==> src/core/init_seq_pkg.sv <==
// shared constants and types for the reset and initialisation sequencer
package init_seq_pkg;
	localparam int CMD_W = 16;
	localparam int UADDR_W = 12;
	// internal i/o command codes
	localparam logic [15:0] SET_MASK_COMMAND = 16'h2000;
	localparam logic [15:0] CLEAR_PENDING_COMMAND = 16'h2001;
	localparam logic [15:0] INTERRUPT_OFF_COMMAND = 16'h2003;
	localparam logic [15:0] MAPPER_STATUS_WRITE_COMMAND = 16'h200E;
	localparam logic [15:0] DMA_OFF_COMMAND = 16'h4007;
	localparam logic [15:0] CONFIG_READ_COMMAND = 16'h8400;
	// commands of our own for pass flag and fault load
	localparam logic [15:0] POWER_GOOD_COMMAND = 16'h2010;
	localparam logic [15:0] FAULT_LOAD_COMMAND = 16'h2011;
	// microcode layout
	localparam int INIT_WORDS = 33;
	localparam int MAPPER_WORDS = 14;
	localparam int SELFTEST_WORDS = 332;
	localparam int SELFTEST_SUBS = 5;
	localparam logic [11:0] UADDR_ZERO = 12'h000;
	localparam logic [11:0] UADDR_MAPPER = 12'h021;
	localparam logic [11:0] UADDR_SELFTEST = 12'h02F;
	// fault code: low three bits name the failed subroutine
	localparam logic [15:0] FAULT_CODE_BASE = 16'h0010;
	localparam logic [15:0] ZERO_WORD = 16'h0000;

	typedef struct packed {
		logic        valid;
		logic [15:0] code;
		logic [15:0] data;
	} iu_cmd_s;

	typedef struct packed {
		logic [2:0] sub;
		logic       done;
		logic       fail;
	} test_res_s;
endpackage : init_seq_pkg

==> src/core/cu_reset_init_sequencer.sv <==
// reset and initialisation sequencer of the control unit
// Notes on behaviour
// a high pulse on reset starts the full initialisation routine
// clear registers, mask interrupts, read config, reset units, test, timers, pipeline
// init code takes 33 microcode words, optional mapper setup 14 more
// instruction counter and status word zeroed; execution starts at address zero
// self test is five subroutines in 332 microcode words
// power-up-good driven low when self test starts
// power-up-good raised only when all five subroutines pass
// failure loads subroutine error code into fault register, aborts, good stays low
// good raise and fault load are commands issued with the unit strobe
// after failure the reset state may differ from normal
// a failure code in the fault register sets level 1 pending
// interrupts stay disabled and masked so failure is not serviced
// last action loads pipeline from location zero page zero
// execution begins after pipeline load whether test passed or failed
// outside logic holds interrupt and fault inputs high during init
// outside logic clocks timers a and b during init
// first step enables control of the dma enable output
// a step clears the execution unit status word
// mask cleared by command 2000h
// pending and fault cleared by command 2001h; instruction counter cleared
// interrupts disabled by command 2003h
// reset held at least one clock; falling edge starts microcode at zero
// mapper status word cleared by command 200eh
// dma access disabled by command 4007h
// config register read by command 8400h
// steps for absent units are skipped
//
// Chosen here: the address-and-strobe port and the address map.
`timescale 1ns/1ps
`default_nettype none
module cu_reset_init_sequencer #(
	parameter int SUB_STEPS = 4
) (
	// clock and reset
	input  wire logic                  clk_sys,
	input  wire logic                  rst_n,
	// system reset pin, active high
	input  wire logic                  reset_pin,
	// unit presence
	input  wire logic                  mapper_present,
	input  wire logic                  discrete_present,
	// interrupt, fault and timer clock inputs from pins
	input  wire logic                  interrupt_request_n,
	input  wire logic                  fault_in_n,
	input  wire logic                  timer_clock_ok,
	// self-test subroutine outcomes
	input  wire logic [4:0]            sub_ok,
	// commands to the interrupt unit
	output init_seq_pkg::iu_cmd_s      iu_cmd,
	output logic                       interrupt_unit_strobe,
	// status and discretes
	output logic                       power_up_good_out,
	output logic                       power_up_good_oe_n,
	output logic                       dma_enable_out,
	output logic                       startup_rom_enable,
	output logic                       timers_run,
	output logic                       trigger_go_clear,
	output logic                       level1_pending,
	output logic                       interrupts_enabled,
	output logic [15:0]                interrupt_mask,
	output logic [15:0]                instruction_counter,
	output logic [15:0]                status_word,
	output logic [15:0]                fault_register,
	output logic [15:0]                config_value,
	output logic [11:0]                uaddr,
	output logic                       pipeline_fetch,
	output logic [15:0]                fetch_addr,
	output logic                       run_program,
	output logic                       init_busy
);
	// the stepper counts subroutine steps in eight bits
	if (SUB_STEPS < 1 || SUB_STEPS > 255) begin : g_bad_steps
		$error("cu_reset_init_sequencer: SUB_STEPS out of range");
	end
	// the mapper setup counter is four bits wide
	if (init_seq_pkg::MAPPER_WORDS < 1 || init_seq_pkg::MAPPER_WORDS > 16) begin : g_bad_mapper
		$error("cu_reset_init_sequencer: mapper word count too large");
	end

	typedef enum {
		S_IDLE, S_HOLD, S_DMA_CTRL, S_CLR_SW, S_MASK, S_CLR_PEND, S_INTERRUPT_OFF_COMMAND, S_MAP_SW, S_DMA_OFF,
		S_CFG, S_DISC, S_MAPPER, S_TEST, S_WAIT_TEST, S_REPORT, S_TIMERS, S_PIPE, S_RUN
	} state_e;

	// idle level of the interrupt, fault and timer clock pins, so no false edge follows reset
	localparam logic [1:0]  PIN_IDLE = 2'h3;
	localparam logic [15:0] MASK_ALL = 16'hFFFF;
	localparam init_seq_pkg::iu_cmd_s CMD_IDLE =
		'{valid: 1'b0, code: init_seq_pkg::ZERO_WORD, data: init_seq_pkg::ZERO_WORD};

	state_e     state_q;
	state_e     state_d;
	logic [2:0] rst_sync_q;
	logic [1:0] irq_sync_q;
	logic [1:0] flt_sync_q;
	logic [1:0] tmr_sync_q;
	logic       test_start;
	logic       test_fail_q;
	logic [3:0] map_cnt_q;
	logic [11:0] uaddr_q;
	init_seq_pkg::iu_cmd_s   cmd_d;
	init_seq_pkg::iu_cmd_s   cmd_q;
	init_seq_pkg::test_res_s test_res;

	// pin synchronisers; first stage read only by the second
	always_ff @(posedge clk_sys) begin
		if (!rst_n) begin
			rst_sync_q <= 3'h0;
			irq_sync_q <= PIN_IDLE;
			flt_sync_q <= PIN_IDLE;
			tmr_sync_q <= PIN_IDLE;
		end else begin
			rst_sync_q <= {rst_sync_q[1:0], reset_pin};
			irq_sync_q <= {irq_sync_q[0], interrupt_request_n};
			flt_sync_q <= {flt_sync_q[0], fault_in_n};
			tmr_sync_q <= {tmr_sync_q[0], timer_clock_ok};
		end
	end

	wire reset_hi   = rst_sync_q[1];
	wire reset_fall = rst_sync_q[2] & ~rst_sync_q[1];
	// bad external inputs during init spoil the test rather than stall it
	wire inputs_ok  = irq_sync_q[1] & flt_sync_q[1] & tmr_sync_q[1];

	function automatic init_seq_pkg::iu_cmd_s mk_cmd(input logic [15:0] code, input logic [15:0] data);
		mk_cmd = '{valid: 1'b1, code: code, data: data};
	endfunction

	// next step once the config read is done; absent units are passed over
	function automatic state_e after_config(input logic disc, input logic map);
		if (disc) begin
			after_config = S_DISC;
		end else if (map) begin
			after_config = S_MAPPER;
		end else begin
			after_config = S_TEST;
		end
	endfunction

	// states that belong to the initialisation routine proper
	function automatic logic in_routine(input state_e s);
		in_routine = (s != S_IDLE) && (s != S_RUN);
	endfunction

	self_test_unit #(
		.SUBS      (init_seq_pkg::SELFTEST_SUBS),
		.SUB_STEPS (SUB_STEPS)
	) u_test (
		.clk_sys (clk_sys),
		.rst_n   (rst_n),
		.start   (test_start),
		.sub_ok  (sub_ok & {5{inputs_ok}}),
		.result  (test_res)
	);

	assign test_start = (state_q == S_TEST);

	always_comb begin
		state_d = state_q;
		cmd_d   = CMD_IDLE;
		case (state_q)
			S_IDLE, S_RUN: begin
				if (reset_hi) begin
					state_d = S_HOLD;
				end
			end
			S_HOLD: begin
				if (reset_fall) begin
					state_d = S_DMA_CTRL;
				end
			end
			S_DMA_CTRL: state_d = S_CLR_SW;
			S_CLR_SW:   state_d = S_MASK;
			S_MASK: begin
				cmd_d   = mk_cmd(init_seq_pkg::SET_MASK_COMMAND, init_seq_pkg::ZERO_WORD);
				state_d = S_CLR_PEND;
			end
			S_CLR_PEND: begin
				cmd_d   = mk_cmd(init_seq_pkg::CLEAR_PENDING_COMMAND, init_seq_pkg::ZERO_WORD);
				state_d = S_INTERRUPT_OFF_COMMAND;
			end
			S_INTERRUPT_OFF_COMMAND: begin
				cmd_d   = mk_cmd(init_seq_pkg::INTERRUPT_OFF_COMMAND, init_seq_pkg::ZERO_WORD);
				state_d = mapper_present ? S_MAP_SW : S_DMA_OFF;
			end
			S_MAP_SW: begin
				cmd_d   = mk_cmd(init_seq_pkg::MAPPER_STATUS_WRITE_COMMAND, init_seq_pkg::ZERO_WORD);
				state_d = S_DMA_OFF;
			end
			S_DMA_OFF: begin
				cmd_d   = mk_cmd(init_seq_pkg::DMA_OFF_COMMAND, init_seq_pkg::ZERO_WORD);
				state_d = S_CFG;
			end
			S_CFG: begin
				cmd_d   = mk_cmd(init_seq_pkg::CONFIG_READ_COMMAND, init_seq_pkg::ZERO_WORD);
				state_d = after_config(discrete_present, mapper_present);
			end
			S_DISC: state_d = after_config(1'b0, mapper_present);
			S_MAPPER: begin
				if (map_cnt_q == 4'(init_seq_pkg::MAPPER_WORDS - 1)) begin
					state_d = S_TEST;
				end
			end
			S_TEST: state_d = S_WAIT_TEST;
			S_WAIT_TEST: begin
				if (test_res.done) begin
					state_d = S_REPORT;
				end
			end
			S_REPORT: begin
				if (test_fail_q) begin
					cmd_d = mk_cmd(init_seq_pkg::FAULT_LOAD_COMMAND,
						init_seq_pkg::FAULT_CODE_BASE | {13'h0000, test_res.sub});
				end else begin
					cmd_d = mk_cmd(init_seq_pkg::POWER_GOOD_COMMAND, init_seq_pkg::ZERO_WORD);
				end
				state_d = S_TIMERS;
			end
			S_TIMERS: state_d = S_PIPE;
			S_PIPE:   state_d = S_RUN;
			default:  state_d = S_IDLE;
		endcase
		if (reset_hi && state_q != S_HOLD) begin
			state_d = S_HOLD;
		end
	end

	always_ff @(posedge clk_sys) begin
		if (!rst_n) begin
			state_q <= S_IDLE;
			cmd_q   <= CMD_IDLE;
		end else begin
			state_q <= state_d;
			cmd_q   <= cmd_d;
		end
	end

	// microcode address tracking
	always_ff @(posedge clk_sys) begin
		if (!rst_n) begin
			uaddr_q   <= init_seq_pkg::UADDR_ZERO;
			map_cnt_q <= 4'h0;
		end else if (state_q == S_HOLD) begin
			uaddr_q   <= init_seq_pkg::UADDR_ZERO;
			map_cnt_q <= 4'h0;
		end else if (state_q == S_MAPPER) begin
			uaddr_q   <= init_seq_pkg::UADDR_MAPPER + 12'(map_cnt_q);
			map_cnt_q <= map_cnt_q + 4'h1;
		end else if (state_q == S_TEST) begin
			uaddr_q <= init_seq_pkg::UADDR_SELFTEST;
		end else if (in_routine(state_q) && state_q != S_WAIT_TEST &&
			uaddr_q < 12'(init_seq_pkg::INIT_WORDS - 1)) begin
			uaddr_q <= uaddr_q + 12'h001;
		end
	end

	always_ff @(posedge clk_sys) begin
		if (!rst_n) begin
			test_fail_q <= 1'b0;
		end else if (state_q == S_TEST) begin
			test_fail_q <= 1'b0;
		end else if (state_q == S_WAIT_TEST && test_res.done) begin
			test_fail_q <= test_res.fail;
		end
	end

	// interrupt unit model state set by issued commands; the good flag and its enable are also driven low at test start
	always_ff @(posedge clk_sys) begin
		if (!rst_n) begin
			interrupt_mask     <= MASK_ALL;
			fault_register     <= 16'h0000;
			level1_pending     <= 1'b0;
			interrupts_enabled <= 1'b0;
			power_up_good_out  <= 1'b0;
			power_up_good_oe_n <= 1'b1;
			config_value       <= 16'h0000;
		end else begin
			if (state_q == S_TEST) begin
				power_up_good_out  <= 1'b0;
				power_up_good_oe_n <= 1'b0;
			end
			if (cmd_q.valid) begin
				case (cmd_q.code)
					init_seq_pkg::SET_MASK_COMMAND:      interrupt_mask <= init_seq_pkg::ZERO_WORD;
					init_seq_pkg::CLEAR_PENDING_COMMAND: begin
						fault_register <= init_seq_pkg::ZERO_WORD;
						level1_pending <= 1'b0;
					end
					init_seq_pkg::INTERRUPT_OFF_COMMAND: interrupts_enabled <= 1'b0;
					init_seq_pkg::CONFIG_READ_COMMAND:   config_value <= init_seq_pkg::ZERO_WORD;
					init_seq_pkg::POWER_GOOD_COMMAND:    power_up_good_out <= 1'b1;
					init_seq_pkg::FAULT_LOAD_COMMAND: begin
						fault_register <= cmd_q.data;
						level1_pending <= 1'b1;
					end
					default: ;
				endcase
			end
		end
	end

	// execution unit and discrete side effects
	always_ff @(posedge clk_sys) begin
		if (!rst_n) begin
			dma_enable_out      <= 1'b0;
			status_word         <= 16'h0000;
			instruction_counter <= 16'h0000;
			startup_rom_enable  <= 1'b0;
			timers_run          <= 1'b0;
			trigger_go_clear    <= 1'b0;
			pipeline_fetch      <= 1'b0;
			fetch_addr          <= 16'h0000;
		end else begin
			trigger_go_clear <= 1'b0;
			pipeline_fetch   <= 1'b0;
			case (state_q)
				S_HOLD: begin
					timers_run         <= 1'b0;
					startup_rom_enable <= 1'b0;
				end
				S_DMA_CTRL: dma_enable_out <= 1'b1;
				S_CLR_SW:   status_word <= init_seq_pkg::ZERO_WORD;
				S_CLR_PEND: instruction_counter <= init_seq_pkg::ZERO_WORD;
				S_DMA_OFF:  dma_enable_out <= 1'b0;
				// failure leaves earlier steps as they are, so the state may differ
				S_REPORT:   startup_rom_enable <= 1'b1;
				S_TIMERS: begin
					timers_run       <= 1'b1;
					trigger_go_clear <= 1'b1;
				end
				S_PIPE: begin
					pipeline_fetch <= 1'b1;
					fetch_addr     <= instruction_counter;
				end
				default: ;
			endcase
		end
	end

	assign iu_cmd                = cmd_q;
	assign interrupt_unit_strobe = cmd_q.valid;
	assign uaddr                 = uaddr_q;
	assign run_program           = (state_q == S_RUN);
	assign init_busy             = in_routine(state_q);
endmodule : cu_reset_init_sequencer
`default_nettype wire

==> src/core/self_test_unit.sv <==
// self test stepper: runs the test subroutines in order and reports outcome
`timescale 1ns/1ps
`default_nettype none
module self_test_unit #(
	parameter int SUBS      = 5,
	parameter int SUB_STEPS = 4
) (
	// clock and reset
	input  wire logic                   clk_sys,
	input  wire logic                   rst_n,
	// control
	input  wire logic                   start,
	input  wire logic [SUBS-1:0]        sub_ok,
	// result
	output init_seq_pkg::test_res_s     result
);
	if (SUBS < 1 || SUBS > 7) begin : g_bad_subs
		$error("self_test_unit: SUBS out of range");
	end

	logic [2:0] sub_q;
	logic [7:0] step_q;
	logic       run_q;
	logic       done_q;
	logic       fail_q;

	always_ff @(posedge clk_sys) begin
		if (!rst_n) begin
			sub_q  <= 3'h0;
			step_q <= 8'h00;
			run_q  <= 1'b0;
			done_q <= 1'b0;
			fail_q <= 1'b0;
		end else if (start) begin
			sub_q  <= 3'h0;
			step_q <= 8'h00;
			run_q  <= 1'b1;
			done_q <= 1'b0;
			fail_q <= 1'b0;
		end else if (run_q) begin
			if (step_q == 8'(SUB_STEPS - 1)) begin
				step_q <= 8'h00;
				// abort at the first failing subroutine
				if (!sub_ok[sub_q]) begin
					run_q  <= 1'b0;
					done_q <= 1'b1;
					fail_q <= 1'b1;
				end else if (sub_q == 3'(SUBS - 1)) begin
					run_q  <= 1'b0;
					done_q <= 1'b1;
				end else begin
					sub_q <= sub_q + 3'h1;
				end
			end else begin
				step_q <= step_q + 8'h01;
			end
		end else begin
			done_q <= 1'b0;
		end
	end

	assign result = '{sub: sub_q, done: done_q, fail: fail_q};
endmodule : self_test_unit
`default_nettype wire

==> config.mk <==
export PLATFORM = sky130hd
export DESIGN_NAME = cu_reset_init_sequencer
export DESIGN_NICKNAME = d
export VERILOG_FILES = /design/src/core/init_seq_pkg.sv /design/src/core/cu_reset_init_sequencer.sv /design/src/core/self_test_unit.sv
export SDC_FILE = /design/constraint.sdc
export NUM_CORES = 1
export LEC_CHECK = 0
export ABC_AREA = 1
export BUFFER_PORTS_ARGS = -buffer_cell sky130_fd_sc_hd__buf_4
export CAP_MARGIN = 10
export CORE_MARGIN = 2
export CORE_UTILIZATION = 44
export DETAILED_ROUTE_END_ITERATION = 12
export PLACE_DENSITY_LB_ADDON = 0.15
export SLEW_MARGIN = 10
export SYNTH_ARGS = -nofsm -noshare
export SYNTH_HDL_FRONTEND = slang
export SYNTH_SLANG_ARGS = --single-unit
export TNS_END_PERCENT = 5
==> constraint.sdc <==
create_clock -name clk_sys -period 1.55 [get_ports clk_sys]
set_input_delay 0 -clock clk_sys [delete_from_list [all_inputs] [get_ports clk_sys]]
set_output_delay 0 -clock clk_sys [all_outputs]
set_load 0.005 [all_outputs]
=== Word-level counts from Yosys, hierarchy flattened ===
Index checks and enable logic that the tools add are counted.

* Bitwise operators: 9
* Reduce and logical (&&, ||, !) cells: 24
* Equal/unequal tests: 41
* $lt $le $gt $ge: 2
* Add/sub/neg operators: 5
* Muxes and demuxes: 34

{| class="wikitable"
|+ Operator list
! operator !! number
|-
| $pmux 32 s17 || 1
|-
| $eq 32x4->1 const B || 8
|-
| $pmux 33 s7 || 1
|-
| $eq 32x5->1 const B || 5
|-
| $eq 32x3->1 const B || 4
|-
| $mux 32 || 4
|-
| $eq 32x2->1 const B || 3
|-
| $eq 16x14->1 const B || 4
|-
| $mux 12 || 3
|-
| $eq 32x1->1 const B || 1
|-
| $eq 32x6->1 const B || 1
|-
| $logic_not 32->1 || 1
|-
| $ne 32x2->1 const B || 1
|-
| $ne 32x5->1 const B || 1
|-
| $ne 32x6->1 const B || 1
|-
| $pmux 16 s2 || 1
|-
| $reduce_bool 32->1 || 1
|-
| $mux 17 || 1
|-
| $mux 1 || 14
|-
| $add 12x1->12 const B || 1
|-
| $lt 12x6->1 const B || 1
|-
| $reduce_and 4->1 || 3
|-
| $ne 3x3->1 const B || 3
|-
| $add 8x1->8 const B || 1
|-
| 25 further kinds || 50
|}

* Output and inout bits: 153
* Logic and storage cells: 142
* Flip-flop bits (word level): 145

=== Logic depth before layout (Yosys ltp) ===
* Depth after elaboration: 9
* Gate-level depth with buffers: 12
* Mapped depth without buffers: 11

=== Hierarchy ===
Synthesis repeated with hierarchy kept, for this count alone.

* Cells, all modules: 560
* Area, all modules: 4149.0 sq um

{| class="wikitable"
|+ By module, submodules not included
! module !! cells an instance !! area each (sq um) !! seq. area each (sq um) !! instances
|-
| cu_reset_init_sequencer || 452 || 3365.7 || 1141.1 || 1
|-
| self_test_unit || 108 || 783.3 || 280.3 || 1
|}

=== Worst setup path after synthesis ===
No wires, ideal clock.

* Kind: register -> register
* From: register state_q[4]
* To: register uaddr_q[1] (netlist: uaddr[1])
* Required time: 1437 ps
* Arrival time: 1307 ps
* Path slack: 129 ps
* Cell stages (with the launch flop): 12
* Buffers on the path: 1
* Library setup time: 113 ps
* Clock period less this slack: 1421 ps
* Cell sequence: dfxtp_1 buf_2 inv_2 nand3_4 nor2_2 inv_2 nand2_2 inv_2 nand2_4 inv_2 nor2_1 nor2_1

* Word-level cells in the longest chain between the ends: 5

{| class="wikitable"
|+ Ends and longest elaborated chain
! what !! line !! RTL
|-
| start, declared || cu_reset_init_sequencer.sv:93 || <nowiki>state_e state_q;</nowiki>
|-
| start signal, assigned || cu_reset_init_sequencer.sv:235 || <nowiki>state_q <= state_d;</nowiki>
|-
| $ne 32x6->1 or $reduce_bool 32->1 (tied branches) || cu_reset_init_sequencer.sv:144 || <nowiki>in_routine = (s != S_IDLE) && (s != S_RUN);</nowiki>
|-
| $logic_and 1x1->1 || cu_reset_init_sequencer.sv:144 ||
|-
| $logic_and 1x1->1 (2 in series) || cu_reset_init_sequencer.sv:253 || <nowiki>end else if (in_routine(state_q) && state_q != S_WAIT_TEST &&</nowiki>
|-
| $reduce_bool 3->1 (no source line) || n/a ||
|-
| end signal, assigned || cu_reset_init_sequencer.sv:249 || <nowiki>uaddr_q <= init_seq_pkg::UADDR_MAPPER + 12'(map_cnt_q);</nowiki>
|-
| end signal, assigned || cu_reset_init_sequencer.sv:252 || <nowiki>uaddr_q <= init_seq_pkg::UADDR_SELFTEST;</nowiki>
|-
| end signal, assigned || cu_reset_init_sequencer.sv:255 || <nowiki>uaddr_q <= uaddr_q + 12'h001;</nowiki>
|-
| end, declared || cu_reset_init_sequencer.sv:102 || <nowiki>logic [11:0] uaddr_q;</nowiki>
|}

Parallel ways exist; a longest one is shown, timed or not.
A chain may end at the register's enable or synchronous reset.

=== Final worst setup path ===
* From: register state_q[2]
* To: register state_q[1]

* Word-level cells in the longest chain between the ends: 4

{| class="wikitable"
|+ Ends and longest elaborated chain
! what !! line !! RTL
|-
| $eq 32x5->1 or $logic_not 32->1 (tied branches) || cu_reset_init_sequencer.sv:163 || <nowiki>case (state_q)</nowiki>
|-
| $reduce_or 2->1 || cu_reset_init_sequencer.sv:163 ||
|-
| $ne 2x2->1 (no source line) || n/a ||
|-
| $reduce_and 4->1 (no source line) || n/a ||
|}

Parallel ways exist; a longest one is shown, timed or not.

==> impl_results.md <==
- Status: finished with violations
- Failing checks: negative setup slack
- Sw power: 1.16 mW
- First-pass GRT wire length: 13500 um
- Post-route cell area: 4700 um^2
- Worst EP arrival: 1.84 ns
- Post-synth top area share: 35.9%
- Synth Area per Inst: 7.23 um^2
- Synth-to-layout area growth: 18.5%
- Sequential share of power: 44.2%
- Comb power frac: 13.6%
- Post-Layout Cell Count: 754
- Dpl cell area: 4330 um^2
- Fin nets: 660
- Leakage: 2.32 nW
- Clk buf depth: 2
- FP Rows: 34
- Number of I/O pins: 166
- CTS tree: built
- Final setup fails: 1
- Synthesized area: 3960 um^2
- Root buf cell: clkbuf_8
- Syn Inst Count: 548
- Critical path peak fanout: 4
- Largest area contributor in the netlist: dfxtp_1
- Chip height: 98.9 um
- CP Capture Type: flip-flop
- Hold Path Class: input port to flip-flop
- Power density cells: 933 nW/um^2
- Max Clock Freq: 632 MHz
- Number of diodes: 0
- Placed instance count: 732
- Drt total wl: 8460 um
- Clock power share: 42.1%
- Setup Total Neg Slack: -0.0331 ns
- Pint: 3.22 mW
- Setup ws final: -0.0331 ns
- Ys async rst share: 0%
- H-tree depth: 3
- Distinct cells, synth: 33
- Grt total ovfl: 0
- Clock sink count: 71
- Peak supply drop: 642 uV
- Reg clk slew, reported paths: 0.08 ns
- Post-synth EDFFs: 0
- Max-Cap Viols: 0
- CP startpoint kind: flip-flop
- Switch share: 26.5%
- Iteration-0 DRC Markers: 152
- Synth warn: 0
- Tmin final: 1.58 ns
- Total GRT Usage: 17.1%
- Final Util: 53.8%
- GP Congestion: 0.828
- Vias/cell: 4.39
- Cts bufs inserted: 9
- Die Width: 98.9 um
- Commonest cells in the netlist: 113 x buf_4, 97 x nand2_1, 71 x dfxtp_1, 70 x nor2_1, 40 x inv_1
- Largest cells by area after synthesis: dfxtp_1 36%, buf_4 21%, nand2_1 9.2%, nor2_1 6.6%, inv_1 3.8%
- Core area: 8720 um^2
- Top-count cell post-synth: buf_4
- Initial antenna violation count: 0
- Detail Placement HPWL: 6680 um
- Wirelength per Cell: 11.2 um
- Total power: 4.38 mW
- Detail Route Antenna Nets: 0
- Worst Path Required: 1.81 ns
- Drt drc: 0
- DRT Pass-1 Iters: 4
- Number of global-route vias before repair: 2912
- RSZ-0062 raised after global routing: yes
- Clock Latency Late Sink: 0.35 ns
- Period utilization: 102%
- Register area share after synthesis: 35.9%
- Number of port buffers: 69
- Die Area: 9780 um^2
- Fin. max-slew vios: 0
- Seq cells post-synth: 71
- Kind of critical path: flip-flop to flip-flop
- Ys flop type: dfxtp_1
- Final hold vios: 0
- Largest net degree at the start of global routing: 27
- Vias: 3312
- Initial Util: 45.4%
- Proportion of layout cells with a drive suffix above 1: 26.0%
- Worst Skew: 0.00595 ns
==> timing repair <==
action | CTS | global route
setup endpoints to repair | 9 | 30
buffers inserted | 0 | 0
hold endpoints to repair | 10 | 0
hold buffers | 6 | 0
resized for setup | 5 | 11
==> area by class of cell <==
cell class,count,area (um^2)
Clock buffer,10,138
Multi-Input combinational cell,397,1860
Inverter,55,206
Fill cell,863,4030
Clock inverter,6,115
Sequential cell,71,1430
Timing Repair Buffer,107,818
Tap cell,108,135
==> per-layer routing <==
| metal | track usage, % | vias up | wire length [um] |
|---|---|---|---|
| met1 | 22.2 | 1466 | 3760 |
| met4 | 4.11 | 0 | 36 |
| li1 | - | 1696 | - |
| met5 | 0 | - | 0 |
| met2 | 27.9 | 146 | 3990 |
| met3 | 5.04 | 4 | 674 |
==> state kept, by name, indices dropped and copies added, names as in the netlist, 2 cells and up <==
signal          cells
iu_cmd             12
uaddr              12
u_test.step_q       8
state_q             5
fault_register      4
map_cnt_q           4
rst_sync_q          3
u_test.sub_q        3
flt_sync_q          2
irq_sync_q          2
tmr_sync_q          2
==> path summary, 6_finish.rpt <==
kind | start | endpoint | slack, ns | cells after the start
worst min register to register | tmr_sync_q[0] | tmr_sync_q[1] | 0.42 | 1
worst max register to register | state_q[2] | state_q[1] | -0.03 | 9
worst max-delay path | state_q[2] | state_q[1] | -0.03 | 9
worst min-delay path | mapper_present | state_q[3] | 0.14 | 4
==> power groups by stage <==
stage	sequential (mW)	clock [mW]	combinational, mW
2_1_floorplan	1.96	0	0.542
3_3_place_gp	1.97	0	0.563
3_5_place_dp	1.97	0	0.565
4_1_cts	1.94	1.90	0.588
5_1_grt	1.94	1.98	0.677
6_report	1.94	1.85	0.597
==> layout by cell type, fill, tap and decap left out, drive strengths merged, types with 7 or more instances in the layout <==
| master | synthesis | layout |
|---|---|---|
| a21oi | 29 | 29 |
| buf | 116 | 101 |
| clkbuf | 4 | 10 |
| conb | 1 | 96 |
| dfxtp | 71 | 71 |
| inv | 55 | 57 |
| nand2 | 101 | 101 |
| nand3 | 29 | 29 |
| nor2 | 79 | 79 |
| nor3 | 13 | 13 |
| o21ai | 17 | 17 |
| or2 | 7 | 7 |
==> worst max-delay path, cell delays in order, from the launching register on <==
cell     delay, ns
dfxtp_1       0.36
nor2_1        0.22
nand2_1       0.16
nor2_2        0.24
o21ai_0       0.13
nand2_1       0.08
nor2_1        0.04
nand2_1       0.05
nand2_1       0.05
a21oi_1       0.17
==> stage by stage <==
| step | setup WS [ns] | hold WS, ns |
|---|---|---|
| after detailed placement | -0.0671 | 0.188 |
| after global placement | -0.0292 | 0.184 |
| after global routing | -0.122 | 0.167 |
| after CTS | 0.00813 | 0.114 |
| after floorplan | 0.129 | 0.0976 |
| final | -0.0331 | 0.136 |
==> kinds of logic (layout without fill, tap and decap cells) <==
logic type	count (synthesis)	in the layout	synth area share (%)
xor gates and xnor gates	6	6	1.33
adders and majority gates	6	6	1.89
and+or+nand+nor	235	235	26.1
DFF	71	71	35.9
other	1	96	0.0946
buffers and inverters	175	178	27.4
AOI/OAI and AO/OA	54	54	7.33
Note: power is estimated with default switching activity, not from simulation.
